--- config.mk ---
export PLATFORM = sky130hd
export DESIGN_NAME = rcr_recorder
export DESIGN_NICKNAME = d
export VERILOG_FILES = /design/src/verilog/rcr_pkg.sv /design/src/verilog/rcr_recorder.sv /design/src/verilog/rcr_pin_sync.sv
export VERILOG_INCLUDE_DIRS = /design/src /design/src/verilog
export SDC_FILE = /design/constraint.sdc
export NUM_CORES = 1
export LEC_CHECK = 0
export ABC_AREA = 0
export ABC_CLOCK_PERIOD_IN_PS = 2000
export BUFFER_PORTS_ARGS = -buffer_cell sky130_fd_sc_hd__buf_2
export CAP_MARGIN = 15
export CORE_MARGIN = 3
export CORE_UTILIZATION = 52
export DETAILED_ROUTE_END_ITERATION = 12
export PLACE_DENSITY = 0.79
export SLEW_MARGIN = 20
export SYNTH_ARGS = -nofsm -noshare
export SYNTH_HDL_FRONTEND = slang
export SYNTH_SLANG_ARGS = --single-unit
--- constraint.sdc ---
create_clock -name CLK -period 2 [get_ports CLK]
set_input_delay 0 -clock CLK [delete_from_list [all_inputs] [get_ports CLK]]
set_output_delay 0 -clock CLK [all_outputs]
set_load 0.05 [all_outputs]
--- src/verilog/rcr_regs.svh ---
// Register map, bit positions, reset values and timing counts of the
// reset cause recorder. Assumes a byte-wide internal memory bus.
`ifndef RCR_REGS_SVH
`define RCR_REGS_SVH

// Byte addresses on the internal memory bus
`define RCR_ADDR_MON_CTRL    16'hff50
`define RCR_ADDR_MON_LEVEL   16'hff51
`define RCR_ADDR_CAUSE       16'hff54

// Reset cause flag layout
`define RCR_CAUSE_LOW_BIT    0
`define RCR_CAUSE_WDT_BIT    4

// Supply monitor control layout
`define RCR_MON_LOW_BIT      0
`define RCR_MON_MODE_BIT     1
`define RCR_MON_EN_BIT       7

// Level select: ten legal settings, 0 to 9
`define RCR_LEVEL_MAX        4'h9
`define RCR_LEVEL_RESET      4'h0

// Reset values
`define RCR_BYTE_ZERO        8'h00
`define RCR_MON_MODE_RESET   1'b0
`define RCR_MON_EN_RESET     1'b0

// Least internal reset width and the clock period
`define RCR_RST_HOLD_NS      100
`define RCR_CLK_PERIOD_NS    25

`endif

--- src/verilog/rcr_pkg.sv ---
// Types shared by the reset cause recorder modules.
// Assumes the constants of rcr_regs.svh for addresses and fields.
package rcr_pkg;

   // Reset sequencer: powering up, running, held in reset; one bit
   // flips on each step of power up, run, hold and back to run
   typedef enum logic [1:0] {
      RCR_ST_POWERUP = 2'b00,
      RCR_ST_RUN     = 2'b01,
      RCR_ST_HOLD    = 2'b11
   } rcr_state_t;

   // Reset requests of the four sources, all active high
   typedef struct packed {
      logic ext;
      logic power_on_clear_unit;
      logic wdt;
      logic low;
   } rcr_src_t;

   // The two recorded cause flags
   typedef struct packed {
      logic wdt;
      logic low;
   } rcr_flags_t;

endpackage : rcr_pkg

--- src/verilog/rcr_recorder.sv ---
// Reset cause recorder: combines the reset sources into one internal
// reset, records the cause flags and hosts the supply monitor controls.
// Assumes a byte-wide CPU memory bus on CLK, analog comparator outputs
// and the reset pin arriving asynchronously, watchdog request on CLK.
`timescale 1ns/1ps
`default_nettype none
`include "rcr_regs.svh"

module rcr_recorder
   import rcr_pkg::*;
(
   // Clock and power-on reset
   input  wire logic        CLK,
   input  wire logic        RESETN,
   // CPU memory bus, byte wide
   input  wire logic [15:0] BUS_ADDR,
   input  wire logic        BUS_RD,
   input  wire logic        BUS_WR,
   input  wire logic [7:0]  BUS_WDATA,
   output var  logic [7:0]  BUS_RDATA,
   // Reset sources
   input  wire logic        EXT_RESET_N,
   input  wire logic        POC_SUPPLY_LOW,
   input  wire logic        WDT_RESET_REQ,
   input  wire logic        MON_SUPPLY_LOW,
   // Supply monitor comparator controls
   output var  logic        MON_ENABLE,
   output var  logic [3:0]  MON_LEVEL,
   // Results
   output var  logic        SUPPLY_LOW_IRQ,
   output var  logic        INT_RESET_N
);

   // Least reset width in cycles, rounded up
   localparam int HOLD_CYC =
      (`RCR_RST_HOLD_NS + `RCR_CLK_PERIOD_NS - 1) / `RCR_CLK_PERIOD_NS;
   localparam logic [7:0] HOLD_LOAD = 8'(HOLD_CYC - 1);

   rcr_state_t  state_reg;
   rcr_state_t  state_next;
   logic [7:0]  hold_cnt_reg;
   rcr_src_t    src;
   rcr_flags_t  flags_reg;
   logic        ext_n_s;
   logic        poc_low_s;
   logic        mon_low_s;
   logic        any_req;
   logic        bus_ok;
   logic        rd_cause;
   logic        wr_ctrl;
   logic        wr_level;
   logic        ctrl_clear;
   logic        mon_en_reg;
   logic        mon_mode_reg;
   logic [3:0]  mon_level_reg;
   logic        low_flag;
   logic [7:0]  rdata_next;

   // Outside levels pass the filtered three-stage chain
   rcr_pin_sync #(.RESET_VAL(1'b1)) u_sync_ext (
      .clk   (CLK),
      .rst_n (RESETN),
      .din   (EXT_RESET_N),
      .dout  (ext_n_s)
   );
   // Supply assumed low until the comparator says otherwise
   rcr_pin_sync #(.RESET_VAL(1'b1)) u_sync_poc (
      .clk   (CLK),
      .rst_n (RESETN),
      .din   (POC_SUPPLY_LOW),
      .dout  (poc_low_s)
   );
   rcr_pin_sync #(.RESET_VAL(1'b0)) u_sync_mon (
      .clk   (CLK),
      .rst_n (RESETN),
      .din   (MON_SUPPLY_LOW),
      .dout  (mon_low_s)
   );

   // Monitor output; the comparator level through the CLK-clocked chain,
   // gated by the enable flop, which the pin, power-on and watchdog resets clear
   assign low_flag = mon_en_reg & mon_low_s;

   // Gather the reset requests into one carrier
   always_comb begin
      src.ext = ~ext_n_s;
      src.power_on_clear_unit = poc_low_s;
      src.wdt = WDT_RESET_REQ;
      src.low = low_flag & mon_mode_reg;
   end
   assign any_req = |src;

   // Reset sequencer: power on, hold while requested, then release
   always_comb begin
      state_next = state_reg;
      case (state_reg)
         RCR_ST_POWERUP: begin
            if (!any_req && hold_cnt_reg == 8'h00)
               state_next = RCR_ST_RUN;
         end
         RCR_ST_RUN: begin
            if (any_req)
               state_next = RCR_ST_HOLD;
         end
         RCR_ST_HOLD: begin
            if (!any_req && hold_cnt_reg == 8'h00)
               state_next = RCR_ST_RUN;
         end
         default: begin
            state_next = RCR_ST_POWERUP;
         end
      endcase
   end

   // Power on starts in reset with the hold count loaded
   always_ff @(posedge CLK or negedge RESETN) begin
      if (!RESETN) begin
         state_reg <= RCR_ST_POWERUP;
      end else begin
         state_reg <= state_next;
      end
   end

   // Hold counter reloads on every request so short glitches still
   // give a full-width internal reset
   always_ff @(posedge CLK or negedge RESETN) begin
      if (!RESETN) begin
         hold_cnt_reg <= HOLD_LOAD;
      end else if (any_req) begin
         hold_cnt_reg <= HOLD_LOAD;
      end else if (hold_cnt_reg != 8'h00) begin
         hold_cnt_reg <= hold_cnt_reg - 8'h01;
      end
   end

   assign INT_RESET_N = (state_reg == RCR_ST_RUN);

   // Bus answers only while the CPU is out of reset
   assign bus_ok   = (state_reg == RCR_ST_RUN);
   assign rd_cause = bus_ok & BUS_RD & (BUS_ADDR == `RCR_ADDR_CAUSE);
   assign wr_ctrl  = bus_ok & BUS_WR & (BUS_ADDR == `RCR_ADDR_MON_CTRL);
   assign wr_level = bus_ok & BUS_WR & (BUS_ADDR == `RCR_ADDR_MON_LEVEL);

   // Cause flags: pin and power-on-clear clear both, a source sets its
   // own and a read clears, but a set in the same cycle wins
   always_ff @(posedge CLK or negedge RESETN) begin
      if (!RESETN) begin
         flags_reg <= '0;
      end else if (src.ext || src.power_on_clear_unit) begin
         flags_reg <= '0;
      end else begin
         flags_reg.wdt <= src.wdt |
                          (flags_reg.wdt & ~rd_cause);
         flags_reg.low <= src.low |
                          (flags_reg.low & ~rd_cause);
      end
   end

   // Monitor settings survive its own reset, cleared by the others
   assign ctrl_clear = src.ext | src.power_on_clear_unit | src.wdt;

   // Monitor enable and mode select
   always_ff @(posedge CLK or negedge RESETN) begin
      if (!RESETN) begin
         mon_en_reg   <= `RCR_MON_EN_RESET;
         mon_mode_reg <= `RCR_MON_MODE_RESET;
      end else if (ctrl_clear) begin
         mon_en_reg   <= `RCR_MON_EN_RESET;
         mon_mode_reg <= `RCR_MON_MODE_RESET;
      end else if (wr_ctrl) begin
         mon_en_reg   <= BUS_WDATA[`RCR_MON_EN_BIT];
         mon_mode_reg <= BUS_WDATA[`RCR_MON_MODE_BIT];
      end
   end

   // Level select; an illegal code is dropped, not stored
   always_ff @(posedge CLK or negedge RESETN) begin
      if (!RESETN) begin
         mon_level_reg <= `RCR_LEVEL_RESET;
      end else if (ctrl_clear) begin
         mon_level_reg <= `RCR_LEVEL_RESET;
      end else if (wr_level && BUS_WDATA[7:4] == 4'h0 &&
                   BUS_WDATA[3:0] <= `RCR_LEVEL_MAX) begin
         mon_level_reg <= BUS_WDATA[3:0];
      end
   end

   assign MON_ENABLE = mon_en_reg;
   assign MON_LEVEL  = mon_level_reg;

   // Interrupt only in enabled interrupt mode
   always_ff @(posedge CLK or negedge RESETN) begin
      if (!RESETN) begin
         SUPPLY_LOW_IRQ <= 1'b0;
      end else begin
         SUPPLY_LOW_IRQ <= low_flag & ~mon_mode_reg;
      end
   end

   // Read data mux; unmapped addresses read zero
   always_comb begin
      rdata_next = `RCR_BYTE_ZERO;
      case (BUS_ADDR)
         `RCR_ADDR_CAUSE: begin
            rdata_next[`RCR_CAUSE_WDT_BIT] = flags_reg.wdt;
            rdata_next[`RCR_CAUSE_LOW_BIT] = flags_reg.low;
         end
         `RCR_ADDR_MON_CTRL: begin
            rdata_next[`RCR_MON_EN_BIT]   = mon_en_reg;
            rdata_next[`RCR_MON_MODE_BIT] = mon_mode_reg;
            rdata_next[`RCR_MON_LOW_BIT]  = low_flag;
         end
         `RCR_ADDR_MON_LEVEL: begin
            rdata_next[3:0] = mon_level_reg;
         end
         default: begin
            rdata_next = `RCR_BYTE_ZERO;
         end
      endcase
   end

   // Read data is captured before the read clear takes effect
   always_ff @(posedge CLK or negedge RESETN) begin
      if (!RESETN) begin
         BUS_RDATA <= `RCR_BYTE_ZERO;
      end else if (bus_ok && BUS_RD) begin
         BUS_RDATA <= rdata_next;
      end
   end
endmodule : rcr_recorder
`default_nettype wire

--- src/verilog/rcr_pin_sync.sv ---
// Three-stage synchroniser for one level arriving from outside CLK.
// Assumes the input may change at any time; output follows once the
// second and third stages agree.
`timescale 1ns/1ps
`default_nettype none
module rcr_pin_sync #(
   parameter logic RESET_VAL = 1'b0
) (
   // Clock and reset
   input  wire logic clk,
   input  wire logic rst_n,
   // Level in and filtered level out
   input  wire logic din,
   output var  logic dout
);

   logic s1_reg;
   logic s2_reg;
   logic s3_reg;

   // Shift chain; the first stage feeds only the second
   always_ff @(posedge clk or negedge rst_n) begin
      if (!rst_n) begin
         s1_reg <= RESET_VAL;
         s2_reg <= RESET_VAL;
         s3_reg <= RESET_VAL;
      end else begin
         s1_reg <= din;
         s2_reg <= s1_reg;
         s3_reg <= s2_reg;
      end
   end

   // A change counts only when two settled stages agree
   always_ff @(posedge clk or negedge rst_n) begin
      if (!rst_n) begin
         dout <= RESET_VAL;
      end else if (s2_reg == s3_reg) begin
         dout <= s3_reg;
      end
   end

endmodule : rcr_pin_sync
`default_nettype wire

==> results of run 1 <==
## final cells by class
cell class,instances,share of cell area
clock buffers,7,0.0295
clock inverters,1,0.00227
inverters,7,0.0119
multi-input cells,116,0.360
flip-flops and latches,37,0.426
well taps,44,0.0250
repair buffers,54,0.145
## per-layer routing
metal / GRT usage / part of all wire
met5: 0 / 0
met4: 0.0871 / 0.018
met3: 0.0572 / 0.078
met2: 0.338 / 0.48
met1: 0.261 / 0.43
## worst max-delay path, delay by kind of cell (launching register included)
family	cells	cell delay (ps)
multiplexers	1	310
flip-flops	1	570
AND/OR/NAND/NOR	2	570
AO/OA/AOI/OAI	1	200
## where the power goes
group	switching [µW]	internal [µW]	leakage, µW	total, µW
clock network	237	204	0.0000413	441
registers	20.3	787	0.000465	807
logic	154	110	0.000547	264
## cell usage in the layout (no fill, tap or decap), types with 3 or more instances in the layout
cell and count:
nor3b_1 3, a31oi_1 3, nand2_1 10, nor2b_1 5
dfstp_2 10, a31o_2 3, clkbuf_4 5, buf_2 44
and2_1 4, and4_1 3, maj3_1 3, mux2i_1 3
ha_1 5, nor2_1 12, nand4_1 9, dfrtp_1 27
inv_1 7, o21ai_0 8, xnor2_1 4, a21oi_1 11
dlygate4sd3_1 10, a22o_1 3, nand3_1 3
## worst max-delay path by stage
stage,start,to,slack [ps],cells past startpoint
floorplan,state_reg[1],BUS_RDATA[2],150,5
global placement,hold_cnt_reg[0],state_reg[1],360,6
detailed placement,u_sync_ext.dout,state_reg[1],300,4
CTS,u_sync_ext.dout,state_reg[1],260,4
global route,state_reg[1],flags_reg[1],110,5
finish,u_sync_ext.dout,state_reg[1],250,4
## cell families (layout without fill, tap and decap cells)
kind of cell	after synthesis	after routing	share of synthesized area
AOI/OAI and AO/OA	34	34	0.121
muxes	4	4	0.0252
xor gates and xnor gates	4	4	0.0196
DFF	37	37	0.526
other	1	2	0.00210
and+or+nand+nor	64	64	0.221
buffers and inverters	13	69	0.0329
adders and majority gates	8	8	0.0519
## per-stage QoR
stage	cell area [µm²]	total power, µW
2_1_floorplan	1790	989
3_3_place_gp	2030	1060
3_5_place_dp	2030	1070
4_1_cts	2200	1530
5_1_grt	2200	1590
6_report	2200	1510
==> results.yml, run 1 <==
sta:
  min_period_over_period: 0.877
  rsz0062_at_grt: "false"
  hold_viol: 0
  tightest_slew_ps: 769
  setup_viol: 0
  fmax_mhz: 570
  final_max_slew_viol_count: 0
  skew_ps: 12.0
  finalSetupTns_ps: 0
  fin_crit_ps: 1750
  fin_hold_ws_ps: 92.4
  fin_ws_ps: 246
  relSlewSlack: 0.487
route:
  drt-total-wl_mm: 3.96
  ant_nets: 0
  drtPass1Iterations: 4
  num_vias: 1499
  drc: 0
  viasPerCell: 5.64
  first_iter_violations: 91
  drt-wirelength-per-cell_um: 14.9
floorplan:
  die_w_um: 64.6
  initial_core_util: 0.566
  die_area_mm2: 0.00417
  rows: 20
  dieHeight_um: 64.6
  ioPinCount: 47
  core_mm2: 0.00315
placement:
  gp_congestion: 0.816
  place_inst: 248
  dp_hpwl_mm: 2.93
  numPortBuffers: 44
  dp_slack_ps: 299
layout:
  final_core_util: 0.698
  n_antenna_cell: 0
  regArea_um2: 938
  fin_nets: 258
  syn_to_final_growth_pct: 23.3
  multi_input_area_um2: 792
  largest_reg_flops: 8
  fin_cells: 266
  layout-drive-gt1-share: 0.329
  nFillCells: 242
clock_tree:
  clk_path_buf_depth: 2
  cts_hold_buf: 10
  cts_made_buffers: 5
  cts_sinks: 37
  clkTransAtPathRegs_ps: 110
  postCtsSetupBuffers: 0
  cts-resized-gates: 0
  cts-root-buf: "clkbuf_4"
  htree_levels: 2
  clk_latency_ps: 350
  tritoncts: "built"
yosys:
  synth_cell_types: 43
  synth_edf_count: 0
  syn_avg_cell_area_um2: 10.8
  yosysMostFrequentCell: "dfrtp_1"
  yosysTopAreaCellShare: 0.378
  yosysTopAreaCell: "dfrtp_1"
  syn_area_mm2: 0.00179
  synth-main-ff-cell: "dfrtp_1"
  synthArstFlopShare: 1.00
  synth_area_leaders: "dfrtp_1 38%, dfstp_2 15%, ha_1 3.5%"
  synth.top_cells.by_count: "27 x dfrtp_1, 12 x nor2_1, 11 x a21oi_1"
  ys_warn_count: 0
  synth-seq-cells: 37
  synth_cells: 165
  synth_seq_area_share: 0.526
critical_path:
  required_ps: 2240
  rrSetupSlack_ps: 250
  critPathMaxFanout: 3
  path_cells: "nor3b_1 > and2_1 > a22o_1 > mux2_4"
  cpMaxStageDelayCell: "dfstp_2"
  critical_path_arrival_ps: 1990
  endpoint_kind: "flip-flop"
  rr_worst_depth: 4
  rr_endpoint: "state_reg[1]"
  start_kind: "flip-flop"
  rr_startpoint: "u_sync_ext.dout"
  criticalPathCategory: "flip-flop to flip-flop"
  critPathMaxStageDelay_ps: 570
min_path:
  hold_class: "input pin to flip-flop"
  whs_path_depth: 3
  whs_endpoint: "mon_mode_reg"
  min-delay-start: "BUS_ADDR[0]"
pwr:
  p_leak_uw: 0.00105
  ir_drop_uv: 468
  powerDensity_mw_per_mm2: 687
outcome:
  status: "finished clean"
global_route:
  antenna_found_initial: 0
  grt_max_degree: 38
  grt_pass1_wl_mm: 6.51
  grtUsageTotal: 0.208
  grt_overflow: 0
  first_global_vias: 1386
run:
  max_cap_viol_count: 0
(Power assumes the default switching activity.)
==> inputs of run 2 (changes only) <==
--- a/config.mk
+++ b/config.mk
@@ -10,10 +10,12 @@
 export ABC_CLOCK_PERIOD_IN_PS = 2000
 export BUFFER_PORTS_ARGS = -buffer_cell sky130_fd_sc_hd__buf_2
 export CAP_MARGIN = 15
+export CELL_PAD_IN_SITES_DETAIL_PLACEMENT = 1
+export CELL_PAD_IN_SITES_GLOBAL_PLACEMENT = 1
 export CORE_MARGIN = 3
-export CORE_UTILIZATION = 52
+export CORE_UTILIZATION = 40
 export DETAILED_ROUTE_END_ITERATION = 12
-export PLACE_DENSITY = 0.79
+export PLACE_DENSITY_LB_ADDON = 0.1
 export SLEW_MARGIN = 20
 export SYNTH_ARGS = -nofsm -noshare
 export SYNTH_HDL_FRONTEND = slang
==> results.yml, run 2 (synthesis gave the netlist of run 1 again) <==
route:
  drt-wirelength-per-cell_um: 16.2
  drc: 0
  drt-total-wl_mm: 4.40
  drtPass1Iterations: 4
  viasPerCell: 5.49
  first_iter_violations: 43
  num_vias: 1492
  ant_nets: 0
critical_path:
  critPathMaxFanout: 8
  start_kind: "flip-flop"
  critPathMaxStageDelay_ps: 540
  endpoint_kind: "flip-flop"
  path_cells: "inv_1 > ha_1 > nand2_1 > nor3_2 > a31oi_1"
  rr_endpoint: "flags_reg[0]"
  rr_worst_depth: 5
  critPathTopFamily: "simple AND/OR/NAND/NOR gates"
  cpMaxStageDelayCell: "nor3_2"
  path_buf_inv: 1
  rrSetupSlack_ps: 210
  criticalPathCategory: "flip-flop to flip-flop"
  critical_path_arrival_ps: 1950
  rr_startpoint: "state_reg[1]"
  required_ps: 2150
  crit_start: "state_reg[1]"
global_route:
  antenna_found_initial: 0
  grt_overflow: 0
  grt_pass1_wl_mm: 7.48
  first_global_vias: 1662
  grt_use_met2: 0.327
  busiest_layer: "met2"
  use_met3: 0.0620
  grt_max_degree: 38
  grtUsageTotal: 0.185
  met1_usage: 0.199
layout:
  final_common_cell: "buf_2"
  nFillCells: 462
  mostFrequentLayoutCells: "44 x buf_2, 27 x dfrtp_1, 12 x nor2_1, 11 x a21oi_1"
  n_antenna_cell: 0
  syn_to_final_growth_pct: 27.5
  layout-drive-gt1-share: 0.329
  fin_nets: 258
  fin_cells: 272
  largest_reg_flops: 8
clock_tree:
  cts_hold_buf: 10
  cts-root-buf: "clkbuf_8"
  postCtsSetupBuffers: 0
  clkTransAtPathRegs_ps: 80
  cts_made_buffers: 5
  cts-resized-gates: 0
  clk_latency_ps: 300
  htree_levels: 2
  cts_sinks: 37
  tritoncts: "built"
  clk_path_buf_depth: 2
sta:
  fin_ws_ps: 206
  tightest_slew_ps: 814
  min_period_over_period: 0.897
  skew_ps: 8.71
  relSlewSlack: 0.458
  finalSetupTns_ps: 0
  fmax_mhz: 557
  rsz0062_at_grt: "false"
  fin_crit_ps: 1790
  setup_viol: 0
  hold_viol: 0
  final_max_slew_viol_count: 0
min_path:
  min-delay-start: "BUS_ADDR[0]"
  whs_path_depth: 3
  hold_class: "input pin to flip-flop"
  whs_endpoint: "mon_mode_reg"
floorplan:
  core_mm2: 0.00414
  dieHeight_um: 72.8
  die_w_um: 72.8
  rows: 23
  ioPinCount: 47
  initial_core_util: 0.431
  die_area_mm2: 0.00530
pwr:
  power_uw: 1860
  ir_drop_uv: 549
  p_leak_uw: 0.00108
  powerDensity_mw_per_mm2: 819
run:
  max_cap_viol_count: 0
placement:
  place_inst: 254
  dp_hpwl_mm: 3.34
  gp_congestion: 0.852
  dp_slack_ps: 229
  numPortBuffers: 44
outcome:
  status: "finished clean"
==> run 2: worst reg2reg max path: cells and delay by family, from the launching register on <==
kind                       cells  cell delay, ps
adders and majority gates      1             240
AOI/OAI and AO/OA              1             170
DFF                            1             400
buffers and inverters          1              90
and+or+nand+nor                2             750
==> run 2: through the flow <==
stage                     utilization  hold slack [ps]  cell area (µm²)
after global routing            0.550              165             2280
after global placement          0.492              106             2040
after detailed placement        0.492              107             2040
after floorplan                     -             -296             1790
final                           0.550              114             2280
after CTS                       0.550              109             2280
==> run 2: layout make-up <==
type | count | area (µm²) | area share
inverters | 7 | 26.3 | 0.0115
multi-input cells | 116 | 792 | 0.348
clock inverters | 3 | 68.8 | 0.0302
repair buffers | 54 | 320 | 0.141
flip-flops and latches | 37 | 938 | 0.412
well taps | 50 | 62.6 | 0.0275
clock buffers | 5 | 68.8 | 0.0302
==> run 2: worst max path at each step <==
stage	depth (start not counted)	end	slack, ps
floorplan	5	BUS_RDATA[2]	150
global placement	5	BUS_RDATA[2]	300
detailed placement	5	flags_reg[0]	230
CTS	5	flags_reg[0]	200
global route	6	hold_cnt_reg[1]	50
finish	5	flags_reg[0]	210
==> run 2: routing by layer <==
layer / up-vias / wire length [µm] / part of all wire
met5: - / 0 / 0
met4: 0 / 111 / 0.025
met3: 12 / 238 / 0.054
met2: 38 / 2310 / 0.52
met1: 740 / 1740 / 0.40
li1: 702 / - / -
==> run 2: power by group <==
group	total (µW)	internal, µW	switching [µW]	leakage (µW)
Sequential	808	787	20.8	0.000465
Combinational	273	111	162	0.000547
Clock	784	502	282	0.0000687
Total	1860	1400	465	0.00108
==> inputs of run 3 (changes only) <==
--- a/config.mk
+++ b/config.mk
@@ -16,6 +16,7 @@
 export CORE_UTILIZATION = 40
 export DETAILED_ROUTE_END_ITERATION = 12
 export PLACE_DENSITY_LB_ADDON = 0.1
+export RECOVER_POWER = 100
 export SLEW_MARGIN = 20
 export SYNTH_ARGS = -nofsm -noshare
 export SYNTH_HDL_FRONTEND = slang
==> results.yml, run 3 (synthesis gave the netlist of run 1 again) <==
global_route:
  grt_pass1_wl_mm: 7.48
  antenna_found_initial: 0
  grtUsageTotal: 0.185
  grt_max_degree: 38
  grt_overflow: 0
  first_global_vias: 1662
route:
  num_vias: 1490
  first_iter_violations: 47
  drtPass1Iterations: 4
  viasPerCell: 5.48
  ant_nets: 0
  drc: 0
  drt-wirelength-per-cell_um: 16.3
  drt-total-wl_mm: 4.42
layout:
  mostFrequentLayoutCells: "30 x buf_2, 27 x dfrtp_1, 13 x clkbuf_1, 12 x nor2_1, 11 x a21oi_1"
  nFillCells: 466
  layout-drive-gt1-share: 0.243
  largest_reg_flops: 8
  final_common_cell: "buf_2"
  syn_to_final_growth_pct: 26.1
  multi_input_area_um2: 783
  regArea_um2: 938
  fin_nets: 258
  n_antenna_cell: 0
floorplan:
  initial_core_util: 0.431
  core_mm2: 0.00414
  rows: 23
  ioPinCount: 47
  die_w_um: 72.8
  die_area_mm2: 0.00530
  dieHeight_um: 72.8
run:
  max_cap_viol_count: 0
clock_tree:
  tritoncts: "built"
  cts_sinks: 37
  clk_latency_ps: 300
  clkTransAtPathRegs_ps: 80
  cts-root-buf: "clkbuf_8"
  clk_path_buf_depth: 2
  cts_made_buffers: 5
  htree_levels: 2
  cts-resized-gates: 0
placement:
  dp_slack_ps: 229
  dp_hpwl_mm: 3.34
  numPortBuffers: 44
  gp_congestion: 0.852
critical_path:
  path_buf_inv: 1
  critPathMaxFanout: 8
  required_ps: 2150
  path_cells: "inv_1 > ha_1 > nand2_1 > nor3_2 > a31oi_1"
  critPathMaxStageDelay_ps: 540
  critPathTopFamily: "simple AND/OR/NAND/NOR gates"
  endpoint_kind: "flip-flop"
  critical_path_arrival_ps: 1950
  start_kind: "flip-flop"
  criticalPathCategory: "flip-flop to flip-flop"
  cpMaxStageDelayCell: "nor3_2"
min_path:
  hold_class: "input pin to flip-flop"
sta:
  fin_ws_ps: 200
  final_max_slew_viol_count: 0
  relSlewSlack: 0.396
  fmax_mhz: 556
  min_period_over_period: 0.900
  skew_ps: 9.00
  fin_hold_ws_ps: 115
  finalSetupTns_ps: 0
  setup_viol: 0
  rsz0062_at_grt: "false"
  fin_crit_ps: 1800
  tightest_slew_ps: 906
  hold_viol: 0
outcome:
  status: "finished clean"
pwr:
  ir_drop_uv: 545
  p_leak_uw: 0.00102
  powerDensity_mw_per_mm2: 819
## run 3: area by class of cell
| class | count | area share |
|---|---|---|
| multi-input combinational | 116 | 0.348 |
| sequential | 37 | 0.417 |
| clock buffer | 5 | 0.0306 |
| inverter | 7 | 0.0117 |
| timing repair buffer | 54 | 0.135 |
| clock inverter | 3 | 0.0306 |
| tap | 50 | 0.0278 |
## run 3: path summary, 6_finish.rpt
check | slack (ps) | to | cells after the start | from
setup / recovery | 200 | flags_reg[0] | 5 | state_reg[1]
hold reg to reg | 360 | u_sync_mon.s2_reg | 0 | u_sync_mon.s1_reg
min in group asynchronous | 350 | mon_mode_reg | 2 | RESETN
max in group asynchronous | 1070 | state_reg[1] | 2 | RESETN
hold / removal | 110 | mon_mode_reg | 3 | BUS_ADDR[0]
setup reg to reg | 200 | flags_reg[0] | 5 | state_reg[1]
## run 3: what timing repair did
| action | 4_1_cts | 5_1_grt |
|---|---|---|
| hold buffers | 10 | 0 |
| endpoints found under the hold margin | 37 | 0 |
| setup buffers | 0 | 0 |
| setup endpoints to repair | 0 | 0 |
## run 3: layer usage
layer	global-route usage	share of wire	vias up
met2	0.327	0.52	39
met1	0.199	0.40	739
li1	-	-	702
met3	0.0620	0.054	10
met4	0.0840	0.022	0
met5	0	0	-
## run 3: power by group
| part | leakage (µW) | internal [µW] | switching, µW | total (µW) |
|---|---|---|---|---|
| clock | 0.0000687 | 502 | 283 | 785 |
| combinational | 0.000485 | 93.8 | 160 | 254 |
| sequential | 0.000463 | 785 | 20.5 | 805 |
| total | 0.00102 | 1380 | 464 | 1840 |
## run 3: metrics by stage
step	cells	cell area (µm²)	util	total power, µW
4_1_cts	272	2280	0.550	1890
2_1_floorplan	166	1790	-	989
3_3_place_gp	254	2040	0.492	1060
5_1_grt	272	2250	0.543	1930
3_5_place_dp	254	2040	0.492	1080
6_report	272	2250	0.543	1840
## run 3: worst register-to-register path: stages (launching register included)
cell and delay [ps]:
dfrtp_1 400, inv_1 90, ha_1 250, nand2_1 220, nor3_2 540, a31oi_1 170
